`config.mk`:
```
export PLATFORM = sky130hd
export DESIGN_NAME = sqc_run_ctrl
export DESIGN_NICKNAME = d
export VERILOG_FILES = /design/src/shared/sqc_pkg.sv /design/src/logic/sqc_hold_release.sv /design/src/logic/sqc_run_ctrl.sv
export SDC_FILE = /design/constraint.sdc
export NUM_CORES = 1
export LEC_CHECK = 0
export CORE_MARGIN = 2
export CORE_UTILIZATION = 42
export DETAILED_ROUTE_END_ITERATION = 10
export DONT_BUFFER_PORTS = 1
export GPL_TIMING_DRIVEN = 0
export MAX_ROUTING_LAYER = met4
export PLACE_DENSITY = 0.64
export SYNTH_ARGS = -nofsm -noshare
export SYNTH_HDL_FRONTEND = slang
export SYNTH_SLANG_ARGS = --single-unit
export TNS_END_PERCENT = 50
```
`constraint.sdc`:
```
create_clock -name CLK -period 3.9 [get_ports CLK]
set_clock_uncertainty 0.2 [all_clocks]
set_input_delay 0.78 -clock CLK [delete_from_list [all_inputs] [get_ports CLK]]
set_output_delay 0.78 -clock CLK [all_outputs]
set_load 0.005 [all_outputs]
```
`src/shared/sqc_pkg.sv`:
```
package sqc_pkg;

    // ------------------------------------------------------------
    // timing
    // ------------------------------------------------------------
    localparam int unsigned CLK_HZ          = 25_000_000;
    localparam int unsigned CLEAR_HOLD_MS   = 100;
    localparam int unsigned CLEAR_HOLD_CYC  = CLK_HZ / 1000 * CLEAR_HOLD_MS;

    // ------------------------------------------------------------
    // register offsets (byte addresses)
    // ------------------------------------------------------------
    localparam logic [7:0] OFS_CTRL    = 8'h00;
    localparam logic [7:0] OFS_ASSIGN  = 8'h04;
    localparam logic [7:0] OFS_COMM    = 8'h08;
    localparam logic [7:0] OFS_CHECK   = 8'h0C;
    localparam logic [7:0] OFS_CMD     = 8'h10;
    localparam logic [7:0] OFS_STATUS  = 8'h14;
    localparam logic [7:0] OFS_ERRCODE = 8'h18;
    localparam logic [7:0] OFS_ERRSTEP = 8'h1C;
    localparam logic [7:0] OFS_FORCE   = 8'h20;
    localparam logic [7:0] OFS_OUTPTS  = 8'h24;
    localparam logic [7:0] OFS_SLOT0   = 8'h40;

    // ------------------------------------------------------------
    // field positions
    // ------------------------------------------------------------
    localparam int unsigned CTRL_ENABLE   = 0;
    localparam int unsigned CTRL_OPLOCK   = 1;
    localparam int unsigned ASG_TERM_LSB  = 0;
    localparam int unsigned ASG_CODE_LSB  = 8;
    localparam int unsigned COMM_FRAME    = 16;
    localparam int unsigned COMM_PAR_LSB  = 20;
    localparam int unsigned CMD_RUN       = 0;
    localparam int unsigned CMD_STOP      = 1;
    localparam int unsigned CMD_PCLEAR    = 2;
    localparam int unsigned CMD_DRESET    = 3;
    localparam int unsigned CMD_TUNE      = 4;
    localparam int unsigned CMD_ANALYZE   = 5;
    localparam int unsigned CMD_ONLINE    = 6;
    localparam int unsigned CMD_REMOTE    = 7;
    localparam int unsigned CMD_MEMCLR    = 8;
    localparam int unsigned CMD_CLR_REJ   = 9;
    localparam int unsigned CMD_CLR_ERR   = 10;
    localparam int unsigned ST_RUNNING    = 0;
    localparam int unsigned ST_ENABLED    = 1;
    localparam int unsigned ST_ERROR      = 2;
    localparam int unsigned ST_REJECT     = 3;
    localparam int unsigned ST_TUNE_BLK   = 4;

    // ------------------------------------------------------------
    // codes and reset values
    // ------------------------------------------------------------
    localparam logic [7:0]  RUN_KEY_CODE    = 8'h32;
    localparam logic [15:0] ERR_INSTR_CODE  = 16'h000A;
    localparam logic [15:0] SPEED_INIT      = 16'h00C0;
    localparam logic        FRAME_INIT      = 1'h1;
    localparam logic [1:0]  PARITY_INIT     = 2'h2;
    localparam logic [15:0] CHECK_INIT      = 16'h270F;
    localparam logic [15:0] CHECK_OFF       = 16'h270F;
    localparam int unsigned START_TERM      = 0;

    // ------------------------------------------------------------
    // types
    // ------------------------------------------------------------
    typedef struct packed {
        logic [15:0] check_interval;
        logic [1:0]  parity;
        logic        frame;
        logic [15:0] link_speed;
    } sqc_comm_type;

    localparam sqc_comm_type COMM_INIT = '{CHECK_INIT, PARITY_INIT, FRAME_INIT, SPEED_INIT};

    typedef struct packed {
        logic [31:0] step;
        logic [15:0] code;
        logic        flag;
    } sqc_err_type;

    typedef enum logic [1:0] {
        SQC_STOP = 2'b01,
        SQC_RUN  = 2'b10
    } sqc_state_type;

endpackage : sqc_pkg

```
`src/logic/sqc_hold_release.sv`:
```
`timescale 1ns/1ps

// ------------------------------------------------------------
// synchronised pin that fires once on release after a long hold
// ------------------------------------------------------------
module sqc_hold_release #(
    parameter int unsigned HOLD_CYC = sqc_pkg::CLEAR_HOLD_CYC
) (
    input  wire logic  clk,
    input  wire logic  reset_n,
    input  wire logic  ce,
    input  wire logic  pin,
    output logic       released
);
    localparam int unsigned CW = $clog2(HOLD_CYC + 1);

    logic          sync_a;
    logic          sync_b;
    logic [CW-1:0] cnt;
    logic [CW-1:0] next_cnt;
    logic          next_released;

    always_comb
    begin
        next_cnt      = cnt;
        next_released = 1'b0;
        if (sync_b)
        begin
            if (cnt != CW'(HOLD_CYC))
                next_cnt = cnt + CW'(1);
        end
        else
        begin
            // a short press is ignored
            next_released = (cnt == CW'(HOLD_CYC));
            next_cnt      = '0;
        end
    end

    always_ff @(posedge clk or negedge reset_n)
    begin
        if (!reset_n)
        begin
            sync_a   <= 1'b0;
            sync_b   <= 1'b0;
            cnt      <= '0;
            released <= 1'b0;
        end
        else if (ce)
        begin
            sync_a   <= pin;
            sync_b   <= sync_a;
            cnt      <= next_cnt;
            released <= next_released;
        end
    end

endmodule : sqc_hold_release

```
`src/logic/sqc_run_ctrl.sv`:
```
// Implementation choices: the APB register port and the placing of the registers.
`timescale 1ns/1ps

// Function
// - enable setting applies only after drive reset
// - run key on runs, off stops
// - leaving run clears output points
// - other devices keep values on stop
// - power cycle or held clear terminal clears
// - bad instruction stores code 10 and step
// - enabled engine refuses tuning and analyzer
// - frame format code, initial 1, tool 0
// - parity code, initial 2, tool 1
// - check interval 9999 disables timeout
// - parameter clear restores serial settings
// - remote run/stop from contact, tool, network
// - reject online change and remote-station requests
// - no device value survives power loss
// - ten user slots, 0 to 65535
// - forced terminal image never drives the motor
// - factory lock keeps start valid without key
module sqc_run_ctrl #(
    parameter int unsigned NTERM     = 12,
    parameter int unsigned NOUT      = 16,
    parameter int unsigned NSLOT     = 10,
    parameter int unsigned HOLD_CYC  = sqc_pkg::CLEAR_HOLD_CYC
) (
    input  wire logic                 CLK,
    input  wire logic                 RESET_N,
    input  wire logic                 CE,
    input  wire logic                 PSEL,
    input  wire logic                 PENABLE,
    input  wire logic                 PWRITE,
    input  wire logic [7:0]           PADDR,
    input  wire logic [31:0]          PWDATA,
    output logic      [31:0]          PRDATA,
    output logic                      PREADY,
    output logic                      PSLVERR,
    input  wire logic [NTERM-1:0]     TERM_IN,
    input  wire logic                 CLEAR_TERM_IN,
    input  wire logic                 REMOTE_CONTACT_IN,
    input  wire logic                 NET_RUN_REQ,
    input  wire logic                 NET_STOP_REQ,
    input  wire logic                 SCAN_END,
    input  wire logic                 INSTR_FAULT,
    input  wire logic [31:0]          FAULT_STEP,
    input  wire logic [NOUT-1:0]      Y_IMAGE,
    output logic                      ENGINE_RUN,
    output logic      [NOUT-1:0]      OUT_POINTS,
    output logic      [NTERM-1:0]     PROG_INPUTS,
    output logic                      DRIVE_START,
    output logic                      TUNE_ALLOWED,
    output sqc_pkg::sqc_comm_type     COMM_SETTINGS,
    output logic                      COMM_CHECK_EN
);
    localparam int unsigned TW = $clog2(NTERM);

    // ------------------------------------------------------------
    // address decode
    // ------------------------------------------------------------
    function automatic logic slot_hit(input logic [7:0] a, output logic [3:0] idx);
        logic [7:0] d;
        d        = a - sqc_pkg::OFS_SLOT0;
        idx      = d[5:2];
        slot_hit = (a >= sqc_pkg::OFS_SLOT0) && (d[1:0] == 2'h0) && (32'(d[7:2]) < NSLOT);
    endfunction : slot_hit

    function automatic logic reg_hit(input logic [7:0] a);
        logic [3:0] i;
        reg_hit = slot_hit(a, i) || a == sqc_pkg::OFS_CTRL || a == sqc_pkg::OFS_ASSIGN
                  || a == sqc_pkg::OFS_COMM || a == sqc_pkg::OFS_CHECK || a == sqc_pkg::OFS_CMD
                  || a == sqc_pkg::OFS_STATUS || a == sqc_pkg::OFS_ERRCODE
                  || a == sqc_pkg::OFS_ERRSTEP || a == sqc_pkg::OFS_FORCE || a == sqc_pkg::OFS_OUTPTS;
    endfunction : reg_hit

    // ------------------------------------------------------------
    // pin synchronisers
    // ------------------------------------------------------------
    logic [NTERM-1:0] term_a;
    logic [NTERM-1:0] term_s;
    logic             contact_a;
    logic             contact_s;
    logic             clear_rel;

    always_ff @(posedge CLK or negedge RESET_N)
    begin
        if (!RESET_N)
        begin
            term_a    <= '0;
            term_s    <= '0;
            contact_a <= 1'b0;
            contact_s <= 1'b0;
        end
        else if (CE)
        begin
            term_a    <= TERM_IN;
            term_s    <= term_a;
            contact_a <= REMOTE_CONTACT_IN;
            contact_s <= contact_a;
        end
    end

    sqc_hold_release #(
        .HOLD_CYC (HOLD_CYC)
    ) u_clear (
        .clk      (CLK),
        .reset_n  (RESET_N),
        .ce       (CE),
        .pin      (CLEAR_TERM_IN),
        .released (clear_rel)
    );

    // ------------------------------------------------------------
    // bus and settings
    // ------------------------------------------------------------
    logic                  en_pending;
    logic                  op_lock;
    logic [TW-1:0]         asg_term;
    logic [7:0]            asg_code;
    logic [NTERM-1:0]      force_img;
    logic [15:0]           slot [NSLOT];
    logic                  next_pready;
    logic                  next_pslverr;
    logic [31:0]           next_prdata;
    logic                  wr;
    logic [31:0]           cmd;
    logic [3:0]            sidx;
    logic                  shit;
    sqc_pkg::sqc_comm_type next_comm;

    // state of the run group, read back over the bus
    sqc_pkg::sqc_state_type state;
    sqc_pkg::sqc_err_type   err;
    logic                   en_active;
    logic                   reject;

    assign wr  = PSEL & PENABLE & PREADY & PWRITE;
    assign cmd = (wr && PADDR == sqc_pkg::OFS_CMD) ? PWDATA : 32'h0000_0000;

    always_comb
    begin
        next_pready  = PSEL & PENABLE & ~PREADY;
        next_pslverr = next_pready & ~reg_hit(PADDR);
        next_prdata  = 32'h0000_0000;
        shit         = slot_hit(PADDR, sidx);
        if (next_pready && !PWRITE)
        begin
            if (shit)
                next_prdata = {16'h0000, slot[sidx]};
            else
            begin
                unique case (PADDR)
                    sqc_pkg::OFS_CTRL:    next_prdata = 32'({op_lock, en_pending});
                    sqc_pkg::OFS_ASSIGN:  next_prdata = (32'(asg_code) << sqc_pkg::ASG_CODE_LSB) | 32'(asg_term);
                    sqc_pkg::OFS_COMM:    next_prdata = (32'(COMM_SETTINGS.parity) << sqc_pkg::COMM_PAR_LSB)
                                                        | (32'(COMM_SETTINGS.frame) << sqc_pkg::COMM_FRAME)
                                                        | 32'(COMM_SETTINGS.link_speed);
                    sqc_pkg::OFS_CHECK:   next_prdata = 32'(COMM_SETTINGS.check_interval);
                    sqc_pkg::OFS_STATUS:  next_prdata = 32'({en_active, reject, err.flag, en_active,
                                                             state == sqc_pkg::SQC_RUN});
                    sqc_pkg::OFS_ERRCODE: next_prdata = 32'(err.code);
                    sqc_pkg::OFS_ERRSTEP: next_prdata = err.step;
                    sqc_pkg::OFS_FORCE:   next_prdata = 32'(force_img);
                    sqc_pkg::OFS_OUTPTS:  next_prdata = 32'(OUT_POINTS);
                    default:              next_prdata = 32'h0000_0000;
                endcase
            end
        end
        next_comm = COMM_SETTINGS;
        if (wr && PADDR == sqc_pkg::OFS_COMM)
        begin
            next_comm.link_speed = PWDATA[15:0];
            next_comm.frame      = PWDATA[sqc_pkg::COMM_FRAME];
            next_comm.parity     = PWDATA[sqc_pkg::COMM_PAR_LSB +: 2];
        end
        if (wr && PADDR == sqc_pkg::OFS_CHECK)
            next_comm.check_interval = PWDATA[15:0];
        if (cmd[sqc_pkg::CMD_PCLEAR])
            next_comm = sqc_pkg::COMM_INIT;
    end

    always_ff @(posedge CLK or negedge RESET_N)
    begin
        if (!RESET_N)
        begin
            PREADY        <= 1'b0;
            PSLVERR       <= 1'b0;
            PRDATA        <= 32'h0000_0000;
            en_pending    <= 1'b0;
            op_lock       <= 1'b0;
            asg_term      <= '0;
            asg_code      <= 8'h00;
            force_img     <= '0;
            COMM_SETTINGS <= sqc_pkg::COMM_INIT;
            COMM_CHECK_EN <= 1'b0;
            for (int i = 0; i < NSLOT; i++)
                slot[i] <= 16'h0000;
        end
        else if (CE)
        begin
            PREADY        <= next_pready;
            PSLVERR       <= next_pslverr;
            PRDATA        <= next_prdata;
            COMM_SETTINGS <= next_comm;
            COMM_CHECK_EN <= next_comm.check_interval != sqc_pkg::CHECK_OFF;
            if (wr && PADDR == sqc_pkg::OFS_CTRL)
            begin
                en_pending <= PWDATA[sqc_pkg::CTRL_ENABLE];
                op_lock    <= PWDATA[sqc_pkg::CTRL_OPLOCK];
            end
            if (wr && PADDR == sqc_pkg::OFS_ASSIGN)
            begin
                asg_term <= PWDATA[sqc_pkg::ASG_TERM_LSB +: TW];
                asg_code <= PWDATA[sqc_pkg::ASG_CODE_LSB +: 8];
            end
            if (wr && PADDR == sqc_pkg::OFS_FORCE)
                force_img <= PWDATA[NTERM-1:0];
            if (wr && shit)
                slot[sidx] <= PWDATA[15:0];
        end
    end

    // ------------------------------------------------------------
    // run control, devices and errors
    // ------------------------------------------------------------
    sqc_pkg::sqc_state_type next_state;
    sqc_pkg::sqc_err_type   next_err;
    logic                   next_en_active;
    logic                   next_reject;
    logic                   rmt_stop;
    logic                   next_rmt_stop;
    logic [NOUT-1:0]        next_out;
    logic                   key_on;
    logic                   run_want;
    logic                   drive_rst;

    always_comb
    begin
        key_on = (asg_code == sqc_pkg::RUN_KEY_CODE) && (32'(asg_term) < NTERM)
                 && term_s[asg_term];
        drive_rst      = clear_rel | cmd[sqc_pkg::CMD_DRESET];
        next_rmt_stop  = rmt_stop;
        if (cmd[sqc_pkg::CMD_RUN] || NET_RUN_REQ)
            next_rmt_stop = 1'b0;
        if (cmd[sqc_pkg::CMD_STOP] || NET_STOP_REQ)
            next_rmt_stop = 1'b1;
        run_want = en_active & key_on & ~rmt_stop & ~contact_s;
        next_state  = state;
        next_out    = OUT_POINTS;
        next_err    = err;
        next_reject = reject;
        unique case (state)
            sqc_pkg::SQC_STOP:
                if (run_want)
                    next_state = sqc_pkg::SQC_RUN;
            sqc_pkg::SQC_RUN:
                if (SCAN_END)
                begin
                    if (run_want)
                        next_out = Y_IMAGE;
                    else
                    begin
                        next_state = sqc_pkg::SQC_STOP;
                        next_out   = '0;
                    end
                end
        endcase
        if (cmd[sqc_pkg::CMD_CLR_ERR])
            next_err.flag = 1'b0;
        if (state == sqc_pkg::SQC_RUN && INSTR_FAULT)
            next_err = '{FAULT_STEP, sqc_pkg::ERR_INSTR_CODE, 1'b1};
        if (cmd[sqc_pkg::CMD_CLR_REJ])
            next_reject = 1'b0;
        if ((en_active && (cmd[sqc_pkg::CMD_TUNE] || cmd[sqc_pkg::CMD_ANALYZE]))
            || cmd[sqc_pkg::CMD_ONLINE] || cmd[sqc_pkg::CMD_REMOTE] || cmd[sqc_pkg::CMD_MEMCLR])
            next_reject = 1'b1;
        next_en_active = en_active;
        if (drive_rst)
        begin
            next_en_active = en_pending;
            next_state     = sqc_pkg::SQC_STOP;
            next_out       = '0;
            next_err       = '0;
            next_rmt_stop  = 1'b0;
        end
    end

    always_ff @(posedge CLK or negedge RESET_N)
    begin
        if (!RESET_N)
        begin
            // nothing is latched across power loss
            state        <= sqc_pkg::SQC_STOP;
            err          <= '0;
            en_active    <= 1'b0;
            reject       <= 1'b0;
            rmt_stop     <= 1'b0;
            OUT_POINTS   <= '0;
            ENGINE_RUN   <= 1'b0;
            PROG_INPUTS  <= '0;
            DRIVE_START  <= 1'b0;
            TUNE_ALLOWED <= 1'b1;
        end
        else if (CE)
        begin
            state        <= next_state;
            err          <= next_err;
            en_active    <= next_en_active;
            reject       <= next_reject;
            rmt_stop     <= next_rmt_stop;
            OUT_POINTS   <= next_out;
            ENGINE_RUN   <= next_state == sqc_pkg::SQC_RUN;
            PROG_INPUTS  <= term_s | force_img;
            DRIVE_START  <= term_s[sqc_pkg::START_TERM] & (~op_lock | key_on);
            TUNE_ALLOWED <= ~next_en_active;
        end
    end
endmodule : sqc_run_ctrl

```
# Word-level counts from Yosys, hierarchy flattened
# Cells that the tools add are included.
# word_totals
ff_bits	392
input_bits	112
out_inout_bits	101
elab_cells	178
# op_classes
add_sub_neg	2
n_lt_le_gt_ge	6
eq_ne	17
mux	36
n_bitwise	22
n_reduce_logical	52
# op_table
op	n
one-hot mux 32 bit (9 select lines)	1
bitwise mux 160 bit	1
two-way mux 16 bit	8
two-way mux 49 bit	2
binary-select mux 16 bit (select 4 bit)	1
demux 16 bit (select 4 bit)	1
two-way mux 32 bit	2
two-way mux 22 bit	2
two-way mux 35 bit	1
== test 8 x 5 -> 1 bit, second input constant	4
== test 8 x 6 -> 1 bit, second input constant	3
adder 22 x 1 -> 22 bit, second input constant	1
== test 22 bit, second input constant	1
!= test 22 bit, second input constant	1
bitwise OR 22 x 16 -> 22 bit	1
bitwise OR 22 x 17 -> 22 bit	1
AND reduction 2 bit	10
two-way mux 19 bit	1
== test 8 x 4 -> 1 bit, second input constant	2
logical OR 1 bit	16
!= test 16 x 14 -> 1 bit, second input constant	1
bitwise OR 16 x 4 -> 16 bit	1
logical AND 1 bit	15
bitwise OR 12 bit	1
other kinds (26)	57

# Logic depth before layout (Yosys ltp)
# depth
depth_word	16
ltp_mapped	9
depth_no_buf	7

# Hierarchy
# Synthesis repeated with hierarchy kept, for this count alone.
# hier_totals
hier_cells	1348
area_unflattened_um2	17297.8
# by_module_without_submodules
module	n_inst	cells_each	area_per_inst_um2
sqc_run_ctrl	1	1194	15907.8
sqc_hold_release	1	154	1390.1

# Worst setup path before layout
# Ideal clock, no wire load.
# synth_timing
path_kind	input to register
startpoint	in PADDR[1]
endpoint	reg slot[37] (netlist name)
setup_ps	125
t_arrival_ps	2420
t_required_ps	3575
path_slack_ps	1155
path_stages	8
path_buffers	3
cell_sequence	buf_2 nor4b_4 nand4_1 nor2_1 and3_1 buf_2 buf_4 mux2_2
# synth_between
elab_chain_len	7
elab_cells_between_ends	15
cone_classes	add/sub (1); order compare (4); mux (3); bitwise (1); reduce/logical (6)
# synth_lines
element	line	rtl
from (decl)	sqc_run_ctrl.sv:34	input wire logic [7:0] PADDR,
subtractor 8 x 7 -> 8 bit	sqc_run_ctrl.sv:63	d = a - sqc_pkg::OFS_SLOT0;
inverter 4 -> 5 bit (not written as such)	sqc_run_ctrl.sv:219	slot[sidx] <= PWDATA[15:0];
greater-or-equal comparator 5 bit (not written as such) / less-than comparator 5 x 1 -> 1 bit (equally long branches)	sqc_run_ctrl.sv:219	
logical AND 1 bit (not written as such)	sqc_run_ctrl.sv:219	
two-way mux 16 bit (not written as such)	sqc_run_ctrl.sv:219	
demux 16 bit (select 4 bit)	sqc_run_ctrl.sv:219	
bitwise mux 160 bit	sqc_run_ctrl.sv:219	
to (signal, indexed assignment)	sqc_run_ctrl.sv:219	
to (decl)	sqc_run_ctrl.sv:121	logic [15:0] slot [NSLOT];
# Parallel ways exist; a longest one is shown, timed or not.
# A chain may end at the register's enable or synchronous reset.

==> impl_summary.txt <==
----------------------------------------------------
[Route]
  DRT Wirelength ... 54.51 mm
  DRT iter0 DRCs ... about 1100
  Number of vias per cell after detailed routing ... approximately 6
  Count of nets left with antenna violations after detail routing ... 0
  Remaining DRCs ... 0
  Total number of vias ... 12200
  Count of TritonRoute iterations in the first routing pass ... 7
  Wirelength per Cell ... 27.64 um

[Power]
  Power density normalized to cell area ... 436.3 nW/um2
  Max IR drop VDD ... approximately 250 uV
  Total power ... approximately 0.0084 W
  Static Leakage ... around 8.8 nW

[Die]
  Row cnt ... between 70 and 80
  I/O pin total ... around 210
  Die boundary height ... roughly 210 um
  Width of the die ... about 210 um
  Die Footprint ... between 40000 and 50000 um2
  Initial cell density of the core ... a little over two fifths
  Core outline area ... 40650 um2

[Logic synthesis]
  Number of nets produced by synthesis ... between 1000 and 1500
  #FFs+latches synth ... about 380
  Warning count from the yosys run ... 0
  Instance count of the mapped netlist ... around 1400
  Dominant cell type by area after synthesis ... dfrtp_1
  Synth Cell Area ... about 17000 um2
  Top FF cell, synth ... dfrtp_1
  Area fraction of the dominant cell type after synthesis ... a little over half
  Async set or reset register ratio after synthesis ... between 90% and 100%
  Number of distinct standard cells referenced by the synthesized netlist ... 74
  Top-count cell post-synth ... dfrtp_1
  Synth Area per Inst ... between 10 and 15 um2
  Leading cell types by count after synthesis ... dfrtp_1 (363), mux2_2 (227), nor2_1 (79), a22o_1 (72), nand2_1 (61)
  Ranking of synthesized cells by area ... dfrtp_1 (53%), mux2_2 (15%), a22o_1 (3.7%)
  Post-synth EDFFs ... 0
  Sequential element share of the synthesized area ... 55.02%

[Layout]
  Finished Cell Area ... 19210 um2
  Final nets ... roughly 1500
  Area Growth Syn to Fin ... 11.80%
  Proportion of layout cells with a drive suffix above 1 ... a little over a quarter

[Setup path]
  Startpoint of the most critical setup path ... CE
  Worst EP required ... approximately 4.2 ns
  Worst setup SP type ... input port
  Worst endpoint data arrival time ... 3.53 ns
  Kind of end point of the critical path ... flip-flop
  Critical Setup Path Class ... input port to flip-flop
  Worst R2R Start ... PREADY$_DFFE_PN0P_
  Worst-path fanout max ... 10

[CTS]
  Number of buffers inserted during clock tree synthesis ... 40
  Maximum level of the CTS H-tree ... 2
  Master cell of the clock root buffer ... clkbuf_16
  Register clock-pin slew on the reported worst setup and hold paths ... 0.06 ns
  Clock tree buffer depth ... 3
  CTS tree ... yes
  CTS resizes ... 0
  Total clock sinks ... approximately 380
  Clock Latency Late Sink ... 0.55 ns

[Timing]
  Setup repair after global routing missed its margin ... false
  Period minus WS final ... between 3 and 4 ns
  Setup violations, final ... 0
  Final Slew Violations ... 0
  Minimum hold slack ... -0.2717 ns
  Final hold violation count ... 363
  Aggregate negative setup slack ... 0 ns
  Worst relative slew slack ... 4.024%
  Max Freq ... 0.3076 GHz
  Post-route fraction of the period consumed by the critical path ... between 80% and 90%
  Worst Max-Slew Pin Slew ... approximately 1.4 ns

[Global route]
  Total grt overflow ... 0
  First-pass GRT wire length ... between 80 and 90 mm
  Pin count of the biggest net entering global routing ... 378
  Number of global-route vias before repair ... 12170
  All-Layer GR Usage ... between 20% and 30%
  Number of antenna violations at the first check in global routing ... 2

[Placement]
  DP Wirelength ... 39.97 mm
  Placed Instance Area ... roughly 18000 um2
  Routability congestion estimate ... 0.9593
  Number of input and output port buffers inserted ... 0

[Run status]
  Violations in the final reports ... hold timing
  Run status ... finished, violations left

[Job]
  Maximum capacitance violations ... 0

[Min path]
  Hold Path Class ... input port to asynchronous set/reset pin

----------------------------------------------------
## power by group
group	total, W	switching [W]	internal, W	leakage [nW]
Sequential	0.00406	0.0000699	0.00399	5.11
Combinational	0.000394	0.000254	0.000140	3.02
Clock	0.00393	0.00162	0.00231	0.650
Total	0.00838	0.00194	0.00644	8.78
## through the flow
stage | util, % | setup slack, ns | cells
after floorplan | - | 1.155 | 1367
after global placement | 43.90 | 0.2252 | 1899
after detailed placement | 43.92 | 0.2082 | 1899
final | 47.25 | 0.6492 | 1972
after global routing | 47.25 | 0.6038 | 1971
after CTS | 47.23 | 0.7814 | 1969
## timing repair
| item | 4_1_cts | 5_1_grt |
|---|---|---|
| hold endpoints to repair | 377 | 363 |
| endpoints found under the setup margin | 0 | 0 |
| buffers inserted | 0 | 0 |
## final cells by class
| type | instances | area (um2) |
|---|---|---|
| well taps | 532 | 665.6 |
| fillers | 3588 | 21440 |
| inverters | 27 | 101.3 |
| clock inverters | 14 | 173.9 |
| clock buffers | 56 | 1174 |
| multi-input cells | 862 | 7131 |
| flip-flops and latches | 377 | 9452 |
| plain buffers | 101 | 501.7 |
| diodes | 3 | 7.507 |
## kinds of logic (layout without fill, tap and decap cells)
logic type | after synthesis | after routing | share of synthesized area (%)
AOI/OAI and AO/OA | 277 | 277 | 11.87
xor gates and xnor gates | 14 | 14 | 0.7138
adders and majority gates | 2 | 2 | 0.1456
buffers and inverters | 128 | 198 | 3.511
DFF | 377 | 377 | 55.02
muxes | 299 | 299 | 20.44
other | 0 | 3 | 0
and+or+nand+nor | 270 | 270 | 8.296
## cells in the final DEF, fill, tap and decap left out, types with 18 or more instances in the layout
master	netlist	routed
dfrtp_1	363	363
mux2_2	227	227
nor2_1	79	79
a22o_1	72	72
nand2_1	61	61
clkbuf_1	44	51
mux2i_1	46	46
o21ai_0	42	42
clkbuf_16	0	42
a21oi_1	36	36
buf_2	35	35
inv_1	26	26
nand3_1	19	19
mux4_2	18	18
## registers in the layout, indices dropped and copies added (netlist names), 2 cells and up
name and cells:
slot 160, COMM_SETTINGS 35, err 34, PRDATA 32, u_clear.cnt 22, OUT_POINTS 16
PROG_INPUTS 12, force_img 12, term_a 12, term_s 12, asg_code 8, asg_term 4
state 2
## routing by layer
layer	wire [um]	up-vias	global-route usage, %
met5	0	-	-
met4	2207	0	9.898
met3	4936	131	7.553
met2	25190	550	40.57
met1	22180	6330	32.87
li1	-	5186	-
## worst max-delay path, stage by stage
cell	delay, ns
buf_2	0.26
nand3_1	0.27
nor3_1	0.82
nand4_1	0.46
nor3_2	0.44
buf_2	0.30
a22o_1	0.18
## final timing paths
check	endpoint	slack [ns]	cells after the start
worst min register to register	state[0]$_DFFE_PN1P_	0.26	2
worst max-delay path	PRDATA[22]$_DFFE_PN0P_	0.65	7
worst max register to register	PRDATA[22]$_DFFE_PN0P_	0.87	5
min in group CLK	err[21]$_DFFE_PN0P_	0.16	1
max in group asynchronous	slot[36]$_DFFE_PN0P_	2.83	0
worst min-delay path	u_clear.cnt[12]$_DFFE_PN0P_	-0.27	0
(Power assumes the default switching activity.)
